File: config.mk
export PLATFORM = sky130hd
export DESIGN_NAME = sea_nvm_port
export DESIGN_NICKNAME = d
export VERILOG_FILES = /design/src/sea_pkg.sv /design/src/sea_nvm_port.sv /design/src/sea_tick_div.sv
export SDC_FILE = /design/constraint.sdc
export NUM_CORES = 1
export LEC_CHECK = 0
export BUFFER_PORTS_ARGS = -buffer_cell sky130_fd_sc_hd__clkbuf_2
export CORE_UTILIZATION = 50
export DETAILED_ROUTE_END_ITERATION = 16
export PLACE_DENSITY = 0.87
export SLEW_MARGIN = 5
export SYNTH_ARGS = -nofsm -noshare
export SYNTH_HDL_FRONTEND = slang
export SYNTH_SLANG_ARGS = --single-unit
File: constraint.sdc
create_clock -name pclk -period 2.28 [get_ports pclk]
set_input_delay 0.228 -clock pclk [delete_from_list [all_inputs] [get_ports pclk]]
set_output_delay 0.228 -clock pclk [all_outputs]
set_load 0.05 [all_outputs]
File: src/sea_pkg.sv
// Package: register map, field layout and timing for the NVM access port
package sea_pkg;

  // Register byte offsets on the APB bus
  localparam logic [11:0] SEA_OFS_CTRL = 12'h0bc;
  localparam logic [11:0] SEA_OFS_STS  = 12'h100;
  localparam logic [11:0] SEA_OFS_MSK  = 12'h104;

  // Control word reset: load disabled, rate code 01b
  localparam logic [31:0] SEA_CTRL_RST = 32'h0000_0060;

  // Rate field codes
  localparam logic [1:0] SEA_RATE_DIV  = 2'h1;
  localparam logic [1:0] SEA_RATE_TEST = 2'h3;

  // Clocking: core rate, memory clock divide ratio, phases per bit
  localparam int SEA_CORE_MHZ = 125;
  localparam int SEA_CORE_DIV = 1024;
  localparam int SEA_PHASES   = 4;

  // Serial memory bus constants
  localparam logic [6:0] SEA_DEV_ADDR = 7'h50;
  localparam logic [3:0] SEA_ACK_BIT  = 4'h8;
  localparam logic [2:0] SEA_IDX_ADDR = 3'h1;
  localparam logic [2:0] SEA_IDX_RD0  = 3'h3;
  localparam logic [2:0] SEA_IDX_WEND = 3'h3;
  localparam logic [2:0] SEA_IDX_REND = 3'h4;

  // Interrupt status bit positions
  localparam int SEA_STS_DONE = 0;
  localparam int SEA_STS_ERR  = 1;
  localparam int SEA_STS_LOAD = 2;
  localparam int SEA_STS_W    = 3;

  // Serial engine states
  typedef enum logic [1:0] {
    SEA_ST_IDLE,
    SEA_ST_START,
    SEA_ST_BIT,
    SEA_ST_STOP
  } sea_st_e;

  // Control word layout at the shared offset
  typedef struct packed {
    logic [15:0] data;
    logic [6:0]  addr;
    logic        rsv8;
    logic [1:0]  rate;
    logic        al_dis;
    logic        al_stat;
    logic        al_succ;
    logic        err;
    logic        cmd;
    logic        start;
  } sea_ctrl_s;

  // Serial memory pin drive
  typedef struct packed {
    logic scl;
    logic sda_o;
    logic sda_oe;
  } sea_pin_s;

endpackage : sea_pkg

File: src/sea_nvm_port.sv
// Main file: APB registers and serial bus engine for the NVM access port
// Behaviour
// - Setting start bit launches one memory cycle
// - Command bit picks read (0) or write (1)
// - Missing acknowledge sets the error flag
// - Load success flag, cleared when software reads
// - Load status flag shows load outcome
// - Disable bit suppresses load, resets set
// - Rate field divides core clock by 1024, or by 4 with test code 11b
// - Word address field feeds the cycle
// - Data field sent; read result lands there
// - All fields packed in one word at BCh
// - Enabled load copies memory into config words
`timescale 1ns/1ns
module sea_nvm_port #(
  parameter int NCFG = 4 // Config words copied by the load
) (
  // Clock and reset
  input  wire logic                  pclk,
  input  wire logic                  presetn,
  // APB slave
  input  wire logic                  psel,
  input  wire logic                  penable,
  input  wire logic                  pwrite,
  input  wire logic [11:0]           paddr,
  input  wire logic [31:0]           pwdata,
  output logic      [31:0]           prdata,
  output logic                       pready,
  output logic                       pslverr,
  // Serial memory pins
  output sea_pkg::sea_pin_s          mem_pin,
  input  wire logic                  sda_i,
  // Interrupt and loaded configuration
  output logic                       irq,
  output logic [NCFG-1:0][15:0]      cfg_words
);

  // Load index is seven bits wide, matching the word address field
  if (NCFG < 1 || NCFG > 128) begin : g_bad_ncfg
    $error("NCFG out of range");
  end

  sea_pkg::sea_ctrl_s            ctrl_ff;
  sea_pkg::sea_ctrl_s            nxt_ctrl;
  sea_pkg::sea_st_e              st_ff;
  logic [1:0]                    ph_ff;
  logic [3:0]                    bcnt_ff;
  logic [2:0]                    bidx_ff;
  logic [7:0]                    sh_ff;
  logic [15:0]                   rx_ff;
  logic                          rd_ff;
  logic                          samp_ff;
  logic                          nack_ff;
  logic                          al_pend_ff;
  logic                          al_busy_ff;
  logic [6:0]                    al_idx_ff;
  logic [NCFG-1:0][15:0]         cfg_ff;
  logic [sea_pkg::SEA_STS_W-1:0] sts_ff;
  logic [sea_pkg::SEA_STS_W-1:0] msk_ff;
  logic [sea_pkg::SEA_STS_W-1:0] sts_set;
  logic [31:0]                   prdata_ff;
  logic                          pready_ff;
  logic                          pslverr_ff;
  logic                          irq_ff;
  sea_pkg::sea_pin_s             pin_ff;
  sea_pkg::sea_pin_s             nxt_pin;
  logic                          tick;

  // APB decode: one wait state, registered answer
  wire logic acc      = psel && penable;
  wire logic nxt_rdy  = acc && !pready_ff;
  wire logic commit   = acc && pready_ff;
  wire logic sel_ctrl = (paddr == sea_pkg::SEA_OFS_CTRL);
  wire logic sel_sts  = (paddr == sea_pkg::SEA_OFS_STS);
  wire logic sel_msk  = (paddr == sea_pkg::SEA_OFS_MSK);
  wire logic unmapped = !(sel_ctrl || sel_sts || sel_msk);
  wire logic wr_ctrl  = commit && pwrite && sel_ctrl;
  wire logic rd_ctrl  = commit && !pwrite && sel_ctrl;
  wire logic wr_sts   = commit && pwrite && sel_sts;
  wire logic wr_msk   = commit && pwrite && sel_msk;

  // Read mux; reserved bits read as zero
  wire logic [31:0] rd_mux =
    sel_ctrl ? (32'(ctrl_ff) & ~32'h0000_0100) :
    sel_sts  ? 32'(sts_ff) :
    sel_msk  ? 32'(msk_ff) : 32'h0000_0000;

  // Engine status terms
  wire logic idle     = (st_ff == sea_pkg::SEA_ST_IDLE);
  wire logic busy     = !idle || al_busy_ff || ctrl_ff.start;
  wire logic ph_last  = tick && (ph_ff == 2'h3);
  wire logic cyc_end  = (st_ff == sea_pkg::SEA_ST_STOP) && ph_last;
  wire logic man_end  = cyc_end && !al_busy_ff;
  wire logic al_end1  = cyc_end && al_busy_ff;
  wire logic al_last  = (al_idx_ff == 7'(NCFG - 1));
  wire logic load_end = al_end1 && (nack_ff || al_last);
  wire logic load_ok  = load_end && !nack_ff;
  wire logic man_go   = idle && ctrl_ff.start && !al_busy_ff;
  wire logic al_go    = idle && al_busy_ff;
  wire logic launch   = man_go || al_go;
  wire logic al_begin = al_pend_ff && !ctrl_ff.al_dis && !busy;
  wire logic run      = !idle;

  // Cycle source: load reads from its own index, manual from the fields
  wire logic [6:0]  cyc_addr = al_busy_ff ? al_idx_ff : ctrl_ff.addr;
  wire logic        go_rd    = al_busy_ff || !ctrl_ff.cmd;
  wire logic [7:0]  dev_w    = {sea_pkg::SEA_DEV_ADDR, 1'b0};
  wire logic [7:0]  dev_r    = {sea_pkg::SEA_DEV_ADDR, 1'b1};
  wire logic        slot_rx  = rd_ff && (bidx_ff >= sea_pkg::SEA_IDX_RD0);
  wire logic        slot_end = rd_ff ? (bidx_ff == sea_pkg::SEA_IDX_REND)
                                     : (bidx_ff == sea_pkg::SEA_IDX_WEND);
  wire logic        ack_bit  = (bcnt_ff == sea_pkg::SEA_ACK_BIT);
  wire logic        restart  = rd_ff && (bidx_ff == sea_pkg::SEA_IDX_ADDR);
  wire logic [2:0]  bidx_nx  = bidx_ff + 3'h1;
  wire logic [7:0]  next_tx  =
    (bidx_nx == 3'h1) ? {1'b0, cyc_addr} :
    (bidx_nx == 3'h2) ? ctrl_ff.data[15:8] :
                        ctrl_ff.data[7:0];

  // Tick divider for the memory clock
  sea_tick_div #(
    .DIV (sea_pkg::SEA_CORE_DIV)
  ) u_div (
    .pclk    (pclk),
    .presetn (presetn),
    .run     (run),
    .rate    (ctrl_ff.rate),
    .tick    (tick)
  );

  // Next control word: software fields, completion and load outcome
  always_comb begin
    nxt_ctrl = ctrl_ff;
    if (wr_ctrl && !busy) begin
      nxt_ctrl.start  = pwdata[0];
      nxt_ctrl.cmd    = pwdata[1];
      nxt_ctrl.al_dis = pwdata[5];
      nxt_ctrl.rate   = pwdata[7:6];
      nxt_ctrl.addr   = pwdata[15:9];
      nxt_ctrl.data   = pwdata[31:16];
    end
    if (man_go) begin
      nxt_ctrl.err = 1'b0;
    end
    if (rd_ctrl) begin
      nxt_ctrl.al_succ = 1'b0;
    end
    if (load_ok) begin
      nxt_ctrl.al_succ = 1'b1;
      nxt_ctrl.al_stat = 1'b1;
    end
    if (man_end) begin
      nxt_ctrl.start = 1'b0;
      nxt_ctrl.err   = nack_ff;
      if (rd_ff && !nack_ff) begin // Refused read keeps the old data
        nxt_ctrl.data = rx_ff;
      end
    end
  end

  // Pin drive for the phase now running; open-drain data line
  always_comb begin
    nxt_pin       = '0;
    nxt_pin.scl   = 1'b1;
    case (st_ff)
      sea_pkg::SEA_ST_START: begin
        nxt_pin.scl    = (ph_ff == 2'h1) || (ph_ff == 2'h2);
        nxt_pin.sda_oe = ph_ff[1];
      end
      sea_pkg::SEA_ST_BIT: begin
        nxt_pin.scl    = (ph_ff == 2'h1) || (ph_ff == 2'h2);
        nxt_pin.sda_oe = slot_rx ? (ack_bit && !slot_end)
                                 : (!ack_bit && !sh_ff[7]);
      end
      sea_pkg::SEA_ST_STOP: begin
        nxt_pin.scl    = (ph_ff != 2'h0);
        nxt_pin.sda_oe = !ph_ff[1];
      end
      default: begin
        nxt_pin.scl = 1'b1;
      end
    endcase
  end

  // Control word, APB answer, pins and interrupt
  always_ff @(posedge pclk or negedge presetn) begin
    if (!presetn) begin
      ctrl_ff    <= sea_pkg::SEA_CTRL_RST;
      prdata_ff  <= 32'h0000_0000;
      pready_ff  <= 1'b0;
      pslverr_ff <= 1'b0;
      pin_ff     <= '{scl: 1'b1, sda_o: 1'b0, sda_oe: 1'b0};
      irq_ff     <= 1'b0;
    end else begin
      ctrl_ff    <= nxt_ctrl;
      pready_ff  <= nxt_rdy;
      if (nxt_rdy) begin
        prdata_ff  <= pwrite ? 32'h0000_0000 : rd_mux;
        pslverr_ff <= unmapped;
      end
      pin_ff     <= nxt_pin;
      irq_ff     <= |(sts_ff & msk_ff);
    end
  end

  // Sticky events; a set in the clearing cycle wins
  assign sts_set[sea_pkg::SEA_STS_DONE] = man_end;
  assign sts_set[sea_pkg::SEA_STS_ERR]  = cyc_end && nack_ff;
  assign sts_set[sea_pkg::SEA_STS_LOAD] = load_end;
  always_ff @(posedge pclk or negedge presetn) begin
    if (!presetn) begin
      sts_ff <= '0;
      msk_ff <= '0;
    end else begin
      sts_ff <= (sts_ff & ~(wr_sts ? pwdata[2:0] : 3'h0)) | sts_set;
      if (wr_msk) begin
        msk_ff <= pwdata[2:0];
      end
    end
  end

  // Serial engine: start, nine-bit byte slots with acknowledge, stop
  always_ff @(posedge pclk or negedge presetn) begin
    if (!presetn) begin
      st_ff   <= sea_pkg::SEA_ST_IDLE;
      ph_ff   <= 2'h0;
      bcnt_ff <= 4'h0;
      bidx_ff <= 3'h0;
      sh_ff   <= 8'h00;
      rx_ff   <= 16'h0000;
      rd_ff   <= 1'b0;
      samp_ff <= 1'b0;
      nack_ff <= 1'b0;
    end else if (launch) begin
      st_ff   <= sea_pkg::SEA_ST_START;
      ph_ff   <= 2'h0;
      bidx_ff <= 3'h0;
      sh_ff   <= dev_w;
      rd_ff   <= go_rd;
      nack_ff <= 1'b0;
    end else if (tick) begin
      ph_ff <= ph_ff + 2'h1;
      if (st_ff == sea_pkg::SEA_ST_BIT && ph_ff == 2'h2) begin
        samp_ff <= sda_i;
        if (slot_rx && !ack_bit) begin
          rx_ff <= {rx_ff[14:0], sda_i};
        end
      end
      if (ph_ff == 2'h3) begin
        case (st_ff)
          sea_pkg::SEA_ST_START: begin
            st_ff   <= sea_pkg::SEA_ST_BIT;
            bcnt_ff <= 4'h0;
          end
          sea_pkg::SEA_ST_BIT: begin
            if (!ack_bit) begin
              bcnt_ff <= bcnt_ff + 4'h1;
              sh_ff   <= {sh_ff[6:0], 1'b0};
            end else if (!slot_rx && samp_ff) begin
              nack_ff <= 1'b1;
              st_ff   <= sea_pkg::SEA_ST_STOP;
            end else if (slot_end) begin
              st_ff   <= sea_pkg::SEA_ST_STOP;
            end else if (restart) begin
              st_ff   <= sea_pkg::SEA_ST_START;
              bidx_ff <= bidx_nx;
              sh_ff   <= dev_r;
            end else begin
              bidx_ff <= bidx_nx;
              bcnt_ff <= 4'h0;
              sh_ff   <= next_tx;
            end
          end
          sea_pkg::SEA_ST_STOP: begin
            st_ff <= sea_pkg::SEA_ST_IDLE;
          end
          default: begin
            st_ff <= sea_pkg::SEA_ST_IDLE;
          end
        endcase
      end
    end
  end

  // Reset-time load sequencing
  always_ff @(posedge pclk or negedge presetn) begin
    if (!presetn) begin
      al_pend_ff <= 1'b1;
      al_busy_ff <= 1'b0;
      al_idx_ff  <= 7'h00;
    end else begin
      if (man_go) begin
        al_pend_ff <= 1'b0;
      end
      if (al_begin) begin
        al_pend_ff <= 1'b0;
        al_busy_ff <= 1'b1;
        al_idx_ff  <= 7'h00;
      end else if (load_end) begin
        al_busy_ff <= 1'b0;
      end else if (al_end1) begin
        al_idx_ff  <= al_idx_ff + 7'h01;
      end
    end
  end

  // Loaded configuration words, one register per entry
  for (genvar i = 0; i < NCFG; i++) begin : g_cfg
    always_ff @(posedge pclk or negedge presetn) begin
      if (!presetn) begin
        cfg_ff[i] <= 16'h0000;
      end else if (al_end1 && !nack_ff && al_idx_ff == 7'(i)) begin
        cfg_ff[i] <= rx_ff;
      end
    end
  end

  assign prdata    = prdata_ff;
  assign pready    = pready_ff;
  assign pslverr   = pslverr_ff;
  assign mem_pin   = pin_ff;
  assign irq       = irq_ff;
  assign cfg_words = cfg_ff;

  // Checks on the block's own outputs and state
  start_begins_a: assert property (@(posedge pclk) disable iff (!presetn)
    man_go |=> (st_ff == sea_pkg::SEA_ST_START) ##1 ctrl_ff.start)
    else $error("manual cycle did not launch");
  read_dir_a: assert property (@(posedge pclk) disable iff (!presetn)
    man_go |=> (rd_ff == !$past(ctrl_ff.cmd)))
    else $error("direction not taken from command bit");
  nack_err_a: assert property (@(posedge pclk) disable iff (!presetn)
    (man_end && nack_ff) |=> ctrl_ff.err && sts_ff[sea_pkg::SEA_STS_ERR])
    else $error("missing acknowledge not flagged");
  succ_clear_a: assert property (@(posedge pclk) disable iff (!presetn)
    (rd_ctrl && !load_ok) |=> !ctrl_ff.al_succ)
    else $error("success flag not cleared by read");
  load_stat_a: assert property (@(posedge pclk) disable iff (!presetn)
    $rose(ctrl_ff.al_stat) |-> $past(load_end) && !$past(nack_ff))
    else $error("load status set without good load");
  load_dis_a: assert property (@(posedge pclk) disable iff (!presetn)
    $rose(al_busy_ff) |-> !$past(ctrl_ff.al_dis))
    else $error("load ran while disabled");
  tick_rate_a: assert property (@(posedge pclk) disable iff (!presetn)
    (tick && ctrl_ff.rate != sea_pkg::SEA_RATE_TEST) |=> !tick [*8])
    else $error("memory clock enable too fast");
  addr_byte_a: assert property (@(posedge pclk) disable iff (!presetn)
    (st_ff == sea_pkg::SEA_ST_BIT && bidx_ff == sea_pkg::SEA_IDX_ADDR &&
     bcnt_ff == 4'h0) |-> (sh_ff == {1'b0, cyc_addr}))
    else $error("word address byte wrong");
  rd_data_a: assert property (@(posedge pclk) disable iff (!presetn)
    (man_end && rd_ff && !nack_ff) |=> (ctrl_ff.data == $past(rx_ff)))
    else $error("read data not stored");
  ctrl_read_a: assert property (@(posedge pclk) disable iff (!presetn)
    (nxt_rdy && !pwrite && sel_ctrl) |=>
      (prdata_ff[8:0] == {1'b0, $past(ctrl_ff[7:0])}))
    else $error("control word read back wrong");
  stop_clear_a: assert property (@(posedge pclk) disable iff (!presetn)
    man_end |=> !ctrl_ff.start && idle)
    else $error("start bit still set after cycle");
  sts_sticky_a: assert property (@(posedge pclk) disable iff (!presetn)
    (|sts_set) |=> ((sts_ff & $past(sts_set)) == $past(sts_set)))
    else $error("status event lost to a clear");

endmodule : sea_nvm_port

File: src/sea_tick_div.sv
// Divider: quarter-bit enable pulses for the serial memory clock
`timescale 1ns/1ns
module sea_tick_div #(
  parameter int DIV = sea_pkg::SEA_CORE_DIV
) (
  // Clock and reset
  input  wire logic       pclk,
  input  wire logic       presetn,
  // Control
  input  wire logic       run,
  input  wire logic [1:0] rate,
  // Enable out
  output logic            tick
);
  localparam int QTR = DIV / sea_pkg::SEA_PHASES;
  localparam int CW  = $clog2(QTR);

  // Ratio must split into whole quarter periods
  if (DIV < 8 || (DIV % sea_pkg::SEA_PHASES) != 0) begin : g_bad_div
    $error("divide ratio not usable");
  end

  logic [CW-1:0] cnt_ff;
  logic          tick_ff;

  wire logic test_mode = (rate == sea_pkg::SEA_RATE_TEST);
  wire logic wrap      = (cnt_ff == CW'(QTR - 1));

  // Counter held at zero while idle so the first phase is a full quarter
  always_ff @(posedge pclk or negedge presetn) begin
    if (!presetn) begin
      cnt_ff  <= '0;
      tick_ff <= 1'b0;
    end else begin
      cnt_ff  <= (!run || wrap) ? '0 : cnt_ff + 1'b1;
      tick_ff <= run && (test_mode || wrap);
    end
  end

  assign tick = tick_ff;

endmodule : sea_tick_div

After elaboration in Yosys (flattened, before gate mapping):

Index checks and enable logic that the tools add are counted.

* add/subtract/negate cells: 5
* bitwise operators: 5
* muxes and demuxes: 64
* $lt $le $gt $ge: 1
* reductions and logical operators: 85
* equal/unequal tests: 30

Operators by type and width (number)
* 8-bit two-way mux: 11
* 32-bit two-way mux: 2
* 1-bit logical AND: 36
* 16-bit two-way mux: 2
* 3-bit two-way mux: 10
* 7-bit two-way mux: 4
* 2-bit nonzero test: 13
* 12-bit by 9-bit == test with 1-bit output (second input constant): 2
* 23-bit two-way mux: 1
* 2-bit two-way mux: 9
* 3-bit inequality test (second input constant): 6
* 1-bit two-way mux: 17
* 4-bit two-way mux: 4
* 7-bit by 2-bit == test with 1-bit output (second input constant): 2
* 1-bit logical NOT: 14
* 12-bit by 8-bit == test with 1-bit output (second input constant): 1
* 2-bit == test (second input constant): 5
* 1-bit logical OR: 10
* 5-bit AND reduction: 2
* 8-bit by 1-bit adder with 8-bit output (second input constant): 1
* 8-bit == test (second input constant): 1
* 4-bit case mux with 2 select lines: 1
* 4-bit AND reduction: 2
* 7-bit by 1-bit adder with 7-bit output (second input constant): 1
* 28 further kinds: 33

* input bits: 50
* word-level logic and storage cells: 225
* flip-flop bits (word level): 194

Logic depth before layout (Yosys ltp):

Gate-level depths: netlist (run 1).

* word-level depth: 12
* depth in mapped cells: 8

By module:

From an unflattened synthesis (run 1), not the netlist that was laid out.

* cell total of the unflattened synthesis: 711
* area total of the unflattened synthesis: 8638.3 um2

By module, submodules not included
* sea_nvm_port: cells an instance 670, area an instance 8226.6 um2, instances 1
* sea_tick_div: cells an instance 41, area an instance 411.6 um2, instances 1

Worst setup path before layout (run 1):

No wires, ideal clock.

* kind: register -> register
* start: reg bidx_ff[0]
* end: reg bidx_ff[2]
* cell stages (with the launch flop): 8
* clock period less this slack: 2.198 ns
* arrival: 2.120 ns
* setup slack: 0.082 ns
* cells stage by stage: dfrtp_1 > ha_1 > ha_1 > or3_1 > a22o_1 > buf_6 > or4_4 > o2bb2ai_1

* cells in the longest elaborated chain, start to end: 8
* elaborated cells between the ends (all ways): 18

RTL lines
* from (decl): line sea_nvm_port.sv:48 `logic [2:0] bidx_ff;`
* from (signal assigned): line sea_nvm_port.sv:266 `bidx_ff <= bidx_nx;`
* from (signal assigned): line sea_nvm_port.sv:269 `bidx_ff <= bidx_nx;`
* 3-bit by 1-bit adder with 3-bit output: line sea_nvm_port.sv:114 `wire logic [2:0] bidx_nx = bidx_ff + 3'h1;`
* 3-bit two-way mux: line sea_nvm_port.sv:262 `end else if (slot_end) begin`
* 3-bit two-way mux: line sea_nvm_port.sv:259 `end else if (!slot_rx && samp_ff) begin`
* 3-bit two-way mux: line sea_nvm_port.sv:256 `if (!ack_bit) begin`
* 3-bit two-way mux: line sea_nvm_port.sv:250 `case (st_ff)`
* 3-bit two-way mux: line sea_nvm_port.sv:249 `if (ph_ff == 2'h3) begin`
* 3-bit two-way mux: line sea_nvm_port.sv:241 `end else if (tick) begin`
* 3-bit two-way mux: line sea_nvm_port.sv:234 `end else if (launch) begin`

Several ways; a longest one is shown, not always the timed one. The select of a mux whose other input is x is not followed.
A chain may end at the register's enable or synchronous reset.

Final worst setup path (run 1):

* start: reg bidx_ff[0]
* end: reg bidx_ff[1]

Same word-level chain as after synthesis.

==> results of run 1 <==
## path summary, 6_finish.rpt
kind	to	slack, ps	cells after the start
setup / recovery	bidx_ff[1]	90	6
hold / removal	ctrl_ff[13]	20	2
setup reg to reg	bidx_ff[1]	90	6
hold reg to reg	al_pend_ff	450	2
max in group asynchronous	ctrl_ff[24]	1180	3
min in group asynchronous	prdata[6]	350	2
## registers in the layout (all words and copies together), names as in the netlist, 4 cells and up
register	count
al_idx_ff	7
bcnt_ff	4
cfg_words	64
ctrl_ff	31
prdata	31
rx_ff	16
sh_ff	8
u_div.cnt_ff	8
## cell usage in the layout, fill, tap and decap left out, types with 7 or more instances in the layout
cell                        netlist  layout
sky130_fd_sc_hd__clkbuf_2         0     145
sky130_fd_sc_hd__mux2i_1          9       9
sky130_fd_sc_hd__nand2_1         36      35
sky130_fd_sc_hd__dfrtp_1        189     189
sky130_fd_sc_hd__and3_1           8       8
sky130_fd_sc_hd__ha_1            19      19
sky130_fd_sc_hd__a21oi_1         16      16
sky130_fd_sc_hd__o211ai_1         8       8
sky130_fd_sc_hd__nand3_1         33      33
sky130_fd_sc_hd__clkbuf_16        0      17
sky130_fd_sc_hd__nor2_1          35      35
sky130_fd_sc_hd__o31ai_1          7       7
sky130_fd_sc_hd__mux2_2         104     104
sky130_fd_sc_hd__o21ai_0         33      33
sky130_fd_sc_hd__buf_4            4      28
sky130_fd_sc_hd__a32oi_1          7       7
sky130_fd_sc_hd__and2_1           8       8
sky130_fd_sc_hd__inv_1           27      27
sky130_fd_sc_hd__a31oi_1         20      20
sky130_fd_sc_hd__a22o_1          30      29
## power breakdown
| part | internal, mW | switching [mW] | total, mW | leakage, nW |
|---|---|---|---|---|
| clock | 1.68 | 1.39 | 3.08 | 0.301 |
| combinational | 0.0555 | 0.125 | 0.180 | 2.32 |
| sequential | 3.42 | 0.00310 | 3.43 | 2.57 |
## cell families (layout without fill, tap and decap cells)
| group | Yosys count | after routing |
|---|---|---|
| muxes | 113 | 113 |
| AOI/OAI and AO/OA | 153 | 153 |
| buffers and inverters | 64 | 241 |
| xor gates and xnor gates | 7 | 7 |
| other | 1 | 2 |
| and+or+nand+nor | 166 | 166 |
| DFF | 193 | 193 |
| adders and majority gates | 19 | 19 |
## critical path: stages (launching register included)
cell and delay (ps):
sky130_fd_sc_hd__dfrtp_1 380, sky130_fd_sc_hd__ha_1 210, sky130_fd_sc_hd__ha_1 200, sky130_fd_sc_hd__or3_1 370, sky130_fd_sc_hd__a22o_2 280, sky130_fd_sc_hd__or4_4 520, sky130_fd_sc_hd__o2bb2ai_2 150
## through the flow
step | cells | utilization (%)
finish | 1114 | 62.2
global route | 1114 | 62.2
CTS | 1114 | 62.2
detailed placement | 1080 | 58.4
global placement | 1080 | 58.4
floorplan | 717 | -
## final cells by class
type	count	share of cell area, %
timing repair buffer	182	10.4
inverter	27	0.972
multi-input combinational	460	33.8
tap	220	2.64
sequential	193	46.3
clock buffer	18	4.21
clock inverter	14	1.61
## per-layer routing
layer | part of all wire, % | routed length [microns] | track usage, % | up-vias
met5 | 0 | 0 | 0 | -
met4 | 2.4 | 504 | 9.66 | 0
met3 | 7.4 | 1550 | 7.65 | 40
met2 | 49 | 10200 | 40.1 | 232
met1 | 41 | 8650 | 31.0 | 3200
li1 | - | - | - | 2950
## timing repair
action,in CTS,in global routing
hold buffers,2,0
setup endpoints to repair,0,5
resized for setup,0,4
hold endpoints to repair,59,0
==> metrics.md, run 1 <==
| Metric | Value |
|---|---|
| Mean instance size in the synthesized netlist | 12.1 sq um |
| Cell variety after synth | 67 |
| Yosys top cell area share | 54.7% |
| Root Buffer Master | sky130_fd_sc_hd__clkbuf_16 |
| Chip Height | 134 microns |
| Tightest Pin Transition | 555 ps |
| Hold slack final | 19.4 ps |
| Starting Density | 51.6% |
| Final Hold Fails | 0 |
| All-layer global routing usage | 24.7% |
| Worst endpoint required time | 2640 ps |
| Synthesized-area fraction occupied by adder cells | 2.75% |
| Post-synthesis cell type with the largest combined area | sky130_fd_sc_hd__dfrtp_1 |
| Width of the chip | 134 microns |
| Achievable clock frequency | 456 MHz |
| Final setup vio count | 0 |
| Fraction of final layout cells with drive strength greater than 1 | 37.8% |
| Unrepaired setup endpoints after global routing | no |
| Status | complete, no violations |
| YS warnings | 0 |
| Max-cap violations | 0 |
| Pwr per Cell Area | 641 mW/mm^2 |
| Number of buffers created by CTS | 17 |
| Global-route wire length before repair | 33900 microns |
| Htree depth | 4 |
| Top cells by area, synth | sky130_fd_sc_hd__dfrtp_1, sky130_fd_sc_hd__mux2_2, sky130_fd_sc_hd__a22o_1 |
| Number of rows in the core area | 47 |
| Largest family of logic cells by synthesized area | multiplexers |
| Global placer's final weighted congestion | 0.879 |
| Fraction of the mapped netlist area in compound gates | 12.4% |
| Fraction of the cycle the final worst path needs | 96.3% |
| Worst setup slack before clock tree synthesis | 93.5 ps |
| Static Leakage | a little over 5 nW |
| Post-synthesis mux area share | 14.6% |
| Critical Path AT | 2560 ps |
| Router iterations before antenna repair | 6 |
| Setup TNS Final | 0 ps |
| Overall routed net length | 20900 microns |
| Worst reg2reg startpoint | bidx_ff[0] |
| Buffers inserted during post-CTS setup optimization | 0 |
| Num Clock Sinks | 193 |
| Origin of the worst setup path | bidx_ff[0] |
| Peak supply drop | 597 uV |
| Die area | 0.0178 sq mm |
| Count of vias placed by the detailed router | 6422 |
| Largest net degree at the start of global routing | 67 |
| Wire per inst | 18.7 microns |
| Final worst setup slack | 85.3 ps |
| Io pins | ~150 |
| Synth Area in XOR/XNOR | less than 1% |
| Cell Area, Placed | 0.00979 sq mm |
| Clock tree buffer depth | 2 |
| Area of combinational cells with multiple inputs | 0.00352 sq mm |
| Vias in the first global route | between 6000 and 7000 |
| Asr flop ratio synth | 100% |
| #FFs+latches synth | 193 |
| Cell types with the highest counts after synthesis | sky130_fd_sc_hd__dfrtp_1, sky130_fd_sc_hd__mux2_2, sky130_fd_sc_hd__nand2_1 |
| Max transition margin | 63.0% |
| Drt first-iter violations | 412 |
| Fill cell total of the finished layout | 1301 |
| Sequential fraction of the synthesis area | 55.9% |
| PnR Total Power | 6.68 mW |
| Clock tree from TritonCTS | done |
| Max-slew violation count | 0 |
| Sequential cell area | a little under 0.005 sq mm |
| Critical Setup Path Class | reg2reg |
| Peak fanout along the critical path | 6 |
| Simple-gate area share of the yosys netlist | around 10% |
| Cell count after synthesis | 716 |
| Worst hold path class | in2reg |
| CP endpoint kind | flip-flop |
| DRC viols | 0 |
| Number of antenna violations at the first check in global routing | 0 |
| Origin of the worst min-delay path | pwdata[13] |
| Fin nets | 950 |
| Port bufs | 146 |
| Cell Area, Synth | between 0.008 and 0.009 sq mm |
| Cell area after layout | about 0.010 sq mm |
| Post-DRT Antenna Nets | 0 |
| Reg clk slew, reported paths | ~70 ps |
| Most used DFF post-synth | sky130_fd_sc_hd__dfrtp_1 |
| Number of flops mapped to enable cells by yosys | 0 |
| Cell with the most instances after synthesis | sky130_fd_sc_hd__dfrtp_1 |
| Clock network latency to the later pin of the worst-skew pair | 440 ps |
| Worst-case clock skew | 11.9 ps |
| Gr ovfl total | 0 |
| Via density per instance | 5.76 |
| Core ar. | 0.0168 sq mm |
| Type of origin of the critical path | flip-flop |
| Diode insertion count for antenna repair | 0 |
| Estimated wirelength of the detail-placed design | 14500 microns |
| Period minus WS final | ~2200 ps |
| Layout-stage area growth over the synthesis result | 20.6% |
Note: power is estimated with default switching activity, not from simulation.
==> run 2: changes to the inputs <==
--- a/config.mk
+++ b/config.mk
@@ -9,6 +9,7 @@
 export CORE_UTILIZATION = 50
 export DETAILED_ROUTE_END_ITERATION = 16
 export PLACE_DENSITY = 0.87
+export REMOVE_ABC_BUFFERS = 1
 export SLEW_MARGIN = 5
 export SYNTH_ARGS = -nofsm -noshare
 export SYNTH_HDL_FRONTEND = slang
==> run 2 against run 1 <==
Against the previous run:
- core utilization hardly changed
- wire length rose by 3.4%
- global-route usage up 0.78 points
- power shrank 2.7%
- clock skew down 1.5 ps
- non-clock buffer count grew 3
- clock-buffer cell count is 1 higher
- hold slack better by 3.5 ps
- sequential share of layout area barely moved
- register-to-register slack got worse by 40 ps
- critical path type unchanged
- highest routed layer unchanged
==> metrics.md, run 2 (synthesized netlist as in run 1, its figures left out) <==
| Metric | Value |
|---|---|
| Achievable clock frequency | 447 MHz (-1.8%) |
| Slack of the worst reg-to-reg path | 40 ps (-40 ps) |
| Fraction of the cycle the final worst path needs | 98.0% (+1.8 points) |
| Worst hold path class | in2reg |
| Worst reg2reg startpoint | bidx_ff[0] |
| Pwr per Cell Area | 623 mW/mm^2 (-2.7%) |
| Worst-case clock skew | 10.3 ps (-1.55 ps) |
| Global placer's final weighted congestion | 0.876 (-0.32%) |
| Worst endpoint required time | 2570 ps (-70 ps) |
| Fraction of final layout cells with drive strength greater than 1 | 37.8% (about the same) |
| Htree depth | 4 (unchanged) |
| Unrepaired setup endpoints after global routing | yes |
| Uppermost layer routed | met4 |
| Peak supply drop | 535 uV (-10%) |
| Max transition margin | 60.7% (-2.3 points) |
| Clock network latency to the later pin of the worst-skew pair | 430 ps (about the same) |
| Reg clk slew, reported paths | 80 ps (about the same) |
| Origin of the worst min-delay path | pwdata[7] |
| Number of rows in the core area | 47 (unchanged) |
| Critical Path AT | 2530 ps (-30 ps) |
| Tightest Pin Transition | 590 ps (+34.9 ps) |
| Via density per instance | 5.84 (+1.4%) |
| Wire length the detailed router placed on met1 | 8690 microns (+0.47%) |
| Number of buffers created by CTS | 17 (unchanged) |
| Clock tree buffer depth | 2 (unchanged) |
| Layout-stage area growth over the synthesis result | 20.7% (about the same) |
| Depth of the worst register-to-register path | 7 (+1) |
| Min-Delay Path Depth | 2 (unchanged) |
| Global-route wire length before repair | 35000 microns (+3.2%) |
| Core ar. | 0.0168 sq mm (unchanged) |
| Met3 WL | 1510 microns (-2.9%) |
| Post-DRT Antenna Nets | 0 (unchanged) |
| Cell area after layout | 0.0104 sq mm (about the same) |
| CP endpoint kind | flip-flop |
| Fin nets | 953 (+0.32%) |
| Drt first-iter violations | 452 (+9.7%) |
| Estimated wirelength of the detail-placed design | 14900 microns (+2.5%) |
| Die area | 0.0178 sq mm (unchanged) |
| Critical R2R Capture | bcnt_ff[0] |
| Flip-flop count of the largest register after layout | 64 (unchanged) |
| Static Leakage | 5.19 nW (about the same) |
| Num Clock Sinks | 193 (unchanged) |
| Most common cell after layout, fill and taps aside | sky130_fd_sc_hd__dfrtp_1 |
| Max-cap violations | 0 (unchanged) |
| Met2 wirelength from detailed routing | 10700 microns (+5.5%) |
| Overall routed net length | 21600 microns (+3.4%) |
| Commonest cells after routing, fill and taps aside | sky130_fd_sc_hd__dfrtp_1, sky130_fd_sc_hd__clkbuf_2, sky130_fd_sc_hd__mux2_2, sky130_fd_sc_hd__nor2_1, sky130_fd_sc_hd__nand2_1 |
| Peak fanout along the critical path | 7 (+1) |
| Wire per inst | 19.3 microns (+3.1%) |
| Starting Density | 51.6% (unchanged) |
| Final Hold Fails | 0 (unchanged) |
| Critical Setup Path Class | reg2reg |
| Fill cell total of the finished layout | 1276 (-1.9%) |
| Width of the chip | 134 microns (unchanged) |
| Root Buffer Master | sky130_fd_sc_hd__clkbuf_16 |
| Chip Height | 134 microns (unchanged) |
| Final setup vio count | 0 (unchanged) |
| WHS Endpoint | ctrl_ff[7] |
| Status | complete, no violations |
| Cell Area, Placed | 0.00984 sq mm (+0.43%) |
| Count of vias placed by the detailed router | 6528 (+1.7%) |
| Port bufs | 146 (unchanged) |
| All-layer global routing usage | 25.5% (+0.78 points) |
| Period minus WS final | 2240 ps (+40.5 ps) |
| Vias in the first global route | 6810 (+5.2%) |
| Number of antenna violations at the first check in global routing | 0 (unchanged) |
| Clock tree from TritonCTS | done |
| DRC viols | 0 (unchanged) |
| Router iterations before antenna repair | 5 (-1) |
| Type of origin of the critical path | flip-flop |
| Io pins | 152 (unchanged) |
| Setup TNS Final | 0 ps (unchanged) |
| Largest net degree at the start of global routing | 70 (+4.5%) |
| Max-slew violation count | 0 (unchanged) |
| Gr ovfl total | 0 (unchanged) |
| Diode insertion count for antenna repair | 0 (unchanged) |
## run 2: cell count changes in the layout (fill, tap and decap cells not counted), moves of 2 or more
cell,delta
sky130_fd_sc_hd__clkinv_2,-2
sky130_fd_sc_hd__bufinv_16,-2
sky130_fd_sc_hd__buf_4,+3
sky130_fd_sc_hd__clkinv_8,+2
sky130_fd_sc_hd__inv_8,+2
sky130_fd_sc_hd__clkbuf_1,+2
## run 2: through the flow
stage | worst slack (ps) | utilization, % | cells | power, mW | hold WS [ps]
floorplan | -235 | - | 680 | 3.53 | -67.6
global placement | 147 | 58.7 | 1084 | 3.68 | 284
detailed placement | 71.4 | 58.7 | 1084 | 3.68 | 280
CTS | 42.0 | 62.2 | 1117 | 6.54 | 13.1
global route | -6.19 | 62.3 | 1117 | 6.71 | 17.3
finish | 44.9 | 62.3 | 1117 | 6.50 | 22.9
## run 2: critical path, stage by stage, from the launching register on
cell	delay, ps
sky130_fd_sc_hd__dfrtp_1	390
sky130_fd_sc_hd__ha_1	210
sky130_fd_sc_hd__ha_1	210
sky130_fd_sc_hd__or3_1	390
sky130_fd_sc_hd__a22o_4	270
sky130_fd_sc_hd__buf_4	150
sky130_fd_sc_hd__o21ai_0	290
sky130_fd_sc_hd__o221ai_1	180
## run 2: per-layer routing
| metal | GRT usage [%] | up-vias |
|---|---|---|
| li1 | - | 2967 |
| met1 | 31.1 | 3303 |
| met2 | 41.7 | 215 |
| met3 | 8.11 | 43 |
| met4 | 11.0 | 0 |
| met5 | 0 | - |
## run 2: cell type report
cell class / instances / area, sq um / share of cell area (%)
repair buffers: 185 / 1120 / 10.8
well taps: 220 / 275 / 2.64
flip-flops and latches: 193 / 4830 / 46.3
clock inverters: 13 / 143 / 1.37
clock buffers: 19 / 433 / 4.15
multi-input cells: 460 / 3520 / 33.8
inverters: 27 / 101 / 0.971
## run 2: power breakdown
part	internal (mW)	switching, mW	leakage [nW]	total (mW)
Sequential	3.42	0.00344	2.57	3.43
Clock	1.47	1.42	0.278	2.89
Combinational	0.0590	0.126	2.34	0.185
## run 2: timing repair
item,CTS,global route
endpoints found under the hold margin,62,0
resized for setup,0,3
setup endpoints to repair,0,14
hold buffers,1,0
buffers inserted,0,0
## run 2: worst max path at each step
stage          slack [ps]          to  cells after the start  startpoint
2_1_floorplan        -230  prdata[10]                      3      pready
5_1_grt                -6  bcnt_ff[0]                      7  bidx_ff[0]
4_1_cts                40  bidx_ff[0]                      6  bidx_ff[0]
3_3_place_gp          150  bidx_ff[1]                      6  bidx_ff[0]
6_report               40  bcnt_ff[0]                      7  bidx_ff[0]
3_5_place_dp           70  bidx_ff[2]                      6  bidx_ff[0]
==> run 3: changes to the inputs <==
--- a/config.mk
+++ b/config.mk
@@ -13,4 +13,5 @@
 export SLEW_MARGIN = 5
 export SYNTH_ARGS = -nofsm -noshare
 export SYNTH_HDL_FRONTEND = slang
+export SYNTH_HIERARCHICAL = 1
 export SYNTH_SLANG_ARGS = --single-unit
==> run 3 against run 2 <==
Against the previous run:
- wire length fell by 3.8%
- hold slack worse by 5.3 ps
- die area about the same
- fmax rose by 2.6%
- critical path type unchanged
- largest cell class unchanged
==> metrics.md, run 3 <==
| Metric | Value |
|---|---|
| Status | complete, no violations |
| Sequential cell fraction of total power | 51.3% (-1.4 points) |
| Min-Delay Path Depth | 2 (unchanged) |
| Critical R2R Capture | cfg_words[61] |
| Utilization after layout | 62.1% (-0.19 points) |
| Layout-stage area growth over the synthesis result | 20.0% |
| Worst endpoint required time | 2600 ps (+30 ps) |
| Cell internal pwr | 5.17 mW (+4.5%) |
| Num Clock Sinks | 193 (unchanged) |
| Root Buffer Master | sky130_fd_sc_hd__clkbuf_16 |
| Area of combinational cells with multiple inputs | 0.00352 sq mm (about the same) |
| Fin nets | 937 (-1.7%) |
| Worst-case clock skew | 9.20 ps (-1.10 ps) |
| Power dissipated by switching net loads | 1.51 mW (-3.0%) |
| Flip-flop count of the largest register after layout | 64 (unchanged) |
| Origin of the worst setup path | al_idx_ff[4] |
| Width of the chip | 133 microns (about the same) |
| Fill cell total of the finished layout | 1260 (-1.3%) |
| Cell with the most instances after synthesis | sky130_fd_sc_hd__dfrtp_1 |
| Cell variety after synth | 66 (-1.5%) |
| Gate power share | 2.7% (-0.2 points) |
| Cells after DPL | 1068 (-1.5%) |
| Estimated wirelength of the detail-placed design | 14500 microns (-2.2%) |
| Number of rows in the core area | 47 (unchanged) |
| #FFs+latches synth | 193 (unchanged) |
| Unrepaired setup endpoints after global routing | no |
| Worst reg2reg startpoint | al_idx_ff[4] |
| Post-synthesis cell type with the largest combined area | sky130_fd_sc_hd__dfrtp_1 |
| Fraction of final layout cells with drive strength greater than 1 | 37.2% (-0.60 points) |
| Port bufs | 146 (unchanged) |
| Number of antenna violations at the first check in global routing | 0 (unchanged) |
| Htree depth | 4 (unchanged) |
| PnR Total Power | 6.68 mW (+2.7%) |
| Clock network power share | 46.0% (+1.6 points) |
| Global placer's final weighted congestion | 0.864 (-1.4%) |
| DRC viols | 0 (unchanged) |
| Clock tree from TritonCTS | done |
| Post-DRT Antenna Nets | 0 (unchanged) |
| Cell Area, Synth | 0.00864 sq mm (-0.10%) |
| Met3 WL | 1470 microns (-2.7%) |
| Critical Path AT | 2500 ps (-30 ps) |
| Cell types with the highest counts after synthesis | sky130_fd_sc_hd__dfrtp_1, sky130_fd_sc_hd__mux2_2, sky130_fd_sc_hd__nor2_1 |
| Type of origin of the critical path | flip-flop |
| Reg clk slew, reported paths | 70 ps (about the same) |
| Starting Density | 51.7% (+0.13 points) |
| Number of flops mapped to enable cells by yosys | 0 (unchanged) |
| Yosys top cell area share | 54.8% (+0.055 points) |
| Most common cell after layout, fill and taps aside | sky130_fd_sc_hd__dfrtp_1 |
| Top cells by area, synth | sky130_fd_sc_hd__dfrtp_1, sky130_fd_sc_hd__mux2_2, sky130_fd_sc_hd__a22o_1 |
| Period minus WS final | 2180 ps (-56.0 ps) |
| All-layer global routing usage | 24.3% (-1.2 points) |
| Sequential cell area | 0.00483 sq mm (unchanged) |
| Peak supply drop | 592 uV (+11%) |
| YS warnings | 6 (+6) |
| Worst hold path class | in2reg |
| Achievable clock frequency | 459 MHz (+2.6%) |
| CP endpoint kind | flip-flop |
| Mean instance size in the synthesized netlist | 12.1 sq um (+0.60%) |
| Final setup vio count | 0 (unchanged) |
| Global-route wire length before repair | 33200 microns (-5.1%) |
| Die area | 0.0178 sq mm (about the same) |
| Depth of the worst register-to-register path | 5 (-2) |
| Io pins | 152 (unchanged) |
| Gr ovfl total | 0 (unchanged) |
| Core ar. | 0.0167 sq mm (-0.35%) |
| Count of vias placed by the detailed router | 6395 (-2.0%) |
| Overall routed net length | 20800 microns (-3.8%) |
| Critical Setup Path Class | reg2reg |
| Static Leakage | 5.17 nW (-0.39%) |
| Largest net degree at the start of global routing | 72 (+2.9%) |
| Origin of the worst min-delay path | pwdata[0] |
| Slack of the worst reg-to-reg path | 100 ps (+60 ps) |
| Cell count after synthesis | 711 (-0.70%) |
| Diode insertion count for antenna repair | 0 (unchanged) |
| Drt first-iter violations | 400 (-12%) |
| Final Hold Fails | 0 (unchanged) |
| Peak fanout along the critical path | 12 (+5) |
| Non-filler instance count after layout | 1102 (-1.3%) |
| Sw frac | 22.6% (-1.3 points) |
| Asr flop ratio synth | 100% (unchanged) |
| Uppermost layer routed | met4 |
| Number of buffers created by CTS | 17 (unchanged) |
| Fraction of the cycle the final worst path needs | 95.6% (-2.5 points) |
| Via density per instance | 5.80 (-0.70%) |
| Cell area after layout | 0.0104 sq mm (-0.66%) |
| Router iterations before antenna repair | 5 (unchanged) |
| Clock network latency to the later pin of the worst-skew pair | 440 ps (about the same) |
| Most used DFF post-synth | sky130_fd_sc_hd__dfrtp_1 |
| Cell Area, Placed | 0.00973 sq mm (-1.1%) |
| Sequential fraction of the synthesis area | 56.0% (+0.057 points) |
| Vias in the first global route | 6352 (-6.7%) |
| Chip Height | 133 microns (about the same) |
| WHS Endpoint | sts_ff[0] |
| Max transition margin | 61.9% (+1.3 points) |
| Wire per inst | 18.8 microns (-2.5%) |
| Wire length the detailed router placed on met1 | 8970 microns (+3.2%) |
| Tightest Pin Transition | 571 ps (-19.0 ps) |
| Pwr per Cell Area | 644 mW/mm^2 (+3.4%) |
| Met2 wirelength from detailed routing | 9930 microns (-7.4%) |
| Commonest cells after routing, fill and taps aside | sky130_fd_sc_hd__dfrtp_1, sky130_fd_sc_hd__clkbuf_2, sky130_fd_sc_hd__mux2_2, sky130_fd_sc_hd__nor2_1 |
| Clock tree buffer depth | 2 (unchanged) |
| Max-cap violations | 0 (unchanged) |
| Max-slew violation count | 0 (unchanged) |
[run 3: cell types whose count changed in the layout (fill, tap and decap cells not counted), moves of 5 or more]
cell	delta
sky130_fd_sc_hd__nand2_1	-8
sky130_fd_sc_hd__a221oi_1	+6
sky130_fd_sc_hd__a32oi_1	-6
sky130_fd_sc_hd__buf_4	-5
sky130_fd_sc_hd__and2_1	-5
sky130_fd_sc_hd__a21oi_1	-5
[run 3: layer usage]
metal,global-route usage [%],up-vias
li1,-,2920
met1,31.2,3252
met2,38.8,199
met3,7.65,24
met4,8.78,0
met5,0,-
[run 3: logic make-up (layout without fill, tap and decap cells)]
logic type / count (synthesis) / in the layout / synth area share [%]
DFF: 193 / 193 / 56.0
and+or+nand+nor: 159 / 159 / 9.89
AOI/OAI and AO/OA: 149 / 149 / 12.3
muxes: 116 / 116 / 15.0
buffers and inverters: 68 / 238 / 3.49
adders and majority gates: 18 / 18 / 2.61
xor gates and xnor gates: 7 / 7 / 0.710
other: 1 / 2 / 0.0434
[run 3: area by class of cell]
type	count	share of cell area (%)
clock buffer	19	4.27
clock inverter	13	1.59
inverter	29	1.05
multi-input combinational	451	34.0
sequential	193	46.6
tap	220	2.66
timing repair buffer	177	9.79
[run 3: worst max-delay path, stage by stage (launching register included)]
cell and delay [ps]:
sky130_fd_sc_hd__dfrtp_1 440, sky130_fd_sc_hd__or4_4 590, sky130_fd_sc_hd__nor3_1 190, sky130_fd_sc_hd__and3_1 230
sky130_fd_sc_hd__buf_4 250, sky130_fd_sc_hd__mux2_2 370
[run 3: power groups by stage]
| stage | sequential [mW] | clock, mW | combinational, mW |
|---|---|---|---|
| floorplan | 3.50 | 0 | 0.0358 |
| detailed placement | 3.49 | 0 | 0.180 |
| global route | 3.43 | 3.24 | 0.203 |
| CTS | 3.43 | 3.11 | 0.184 |
| finish | 3.43 | 3.07 | 0.180 |
| global placement | 3.49 | 0 | 0.179 |
[run 3: worst max path at each step]
stage	cells after the start	slack [ps]	endpoint
2_1_floorplan	3	-510	prdata[10]
3_3_place_gp	5	180	cfg_words[58]
3_5_place_dp	5	140	cfg_words[61]
4_1_cts	7	80	ctrl_ff[17]
5_1_grt	5	2	cfg_words[61]
6_report	5	100	cfg_words[61]
[run 3: per-stage QoR]
step                worst slack [ps]  hold slack [ps]  TNS (ps)
floorplan                       -505            -67.6    -14440
global placement                 176              265         0
detailed placement               141              261         0
CTS                             83.6             6.08         0
global route                    2.28             13.4         0
finish                           101             17.6         0
[run 3: timing repair]
| item | CTS | global route |
|---|---|---|
| buffers inserted | 0 | 0 |
| endpoints found under the hold margin | 67 | 0 |
| hold buffers | 2 | 0 |
| setup endpoints to repair | 0 | 23 |
| gates resized for setup | 0 | 2 |
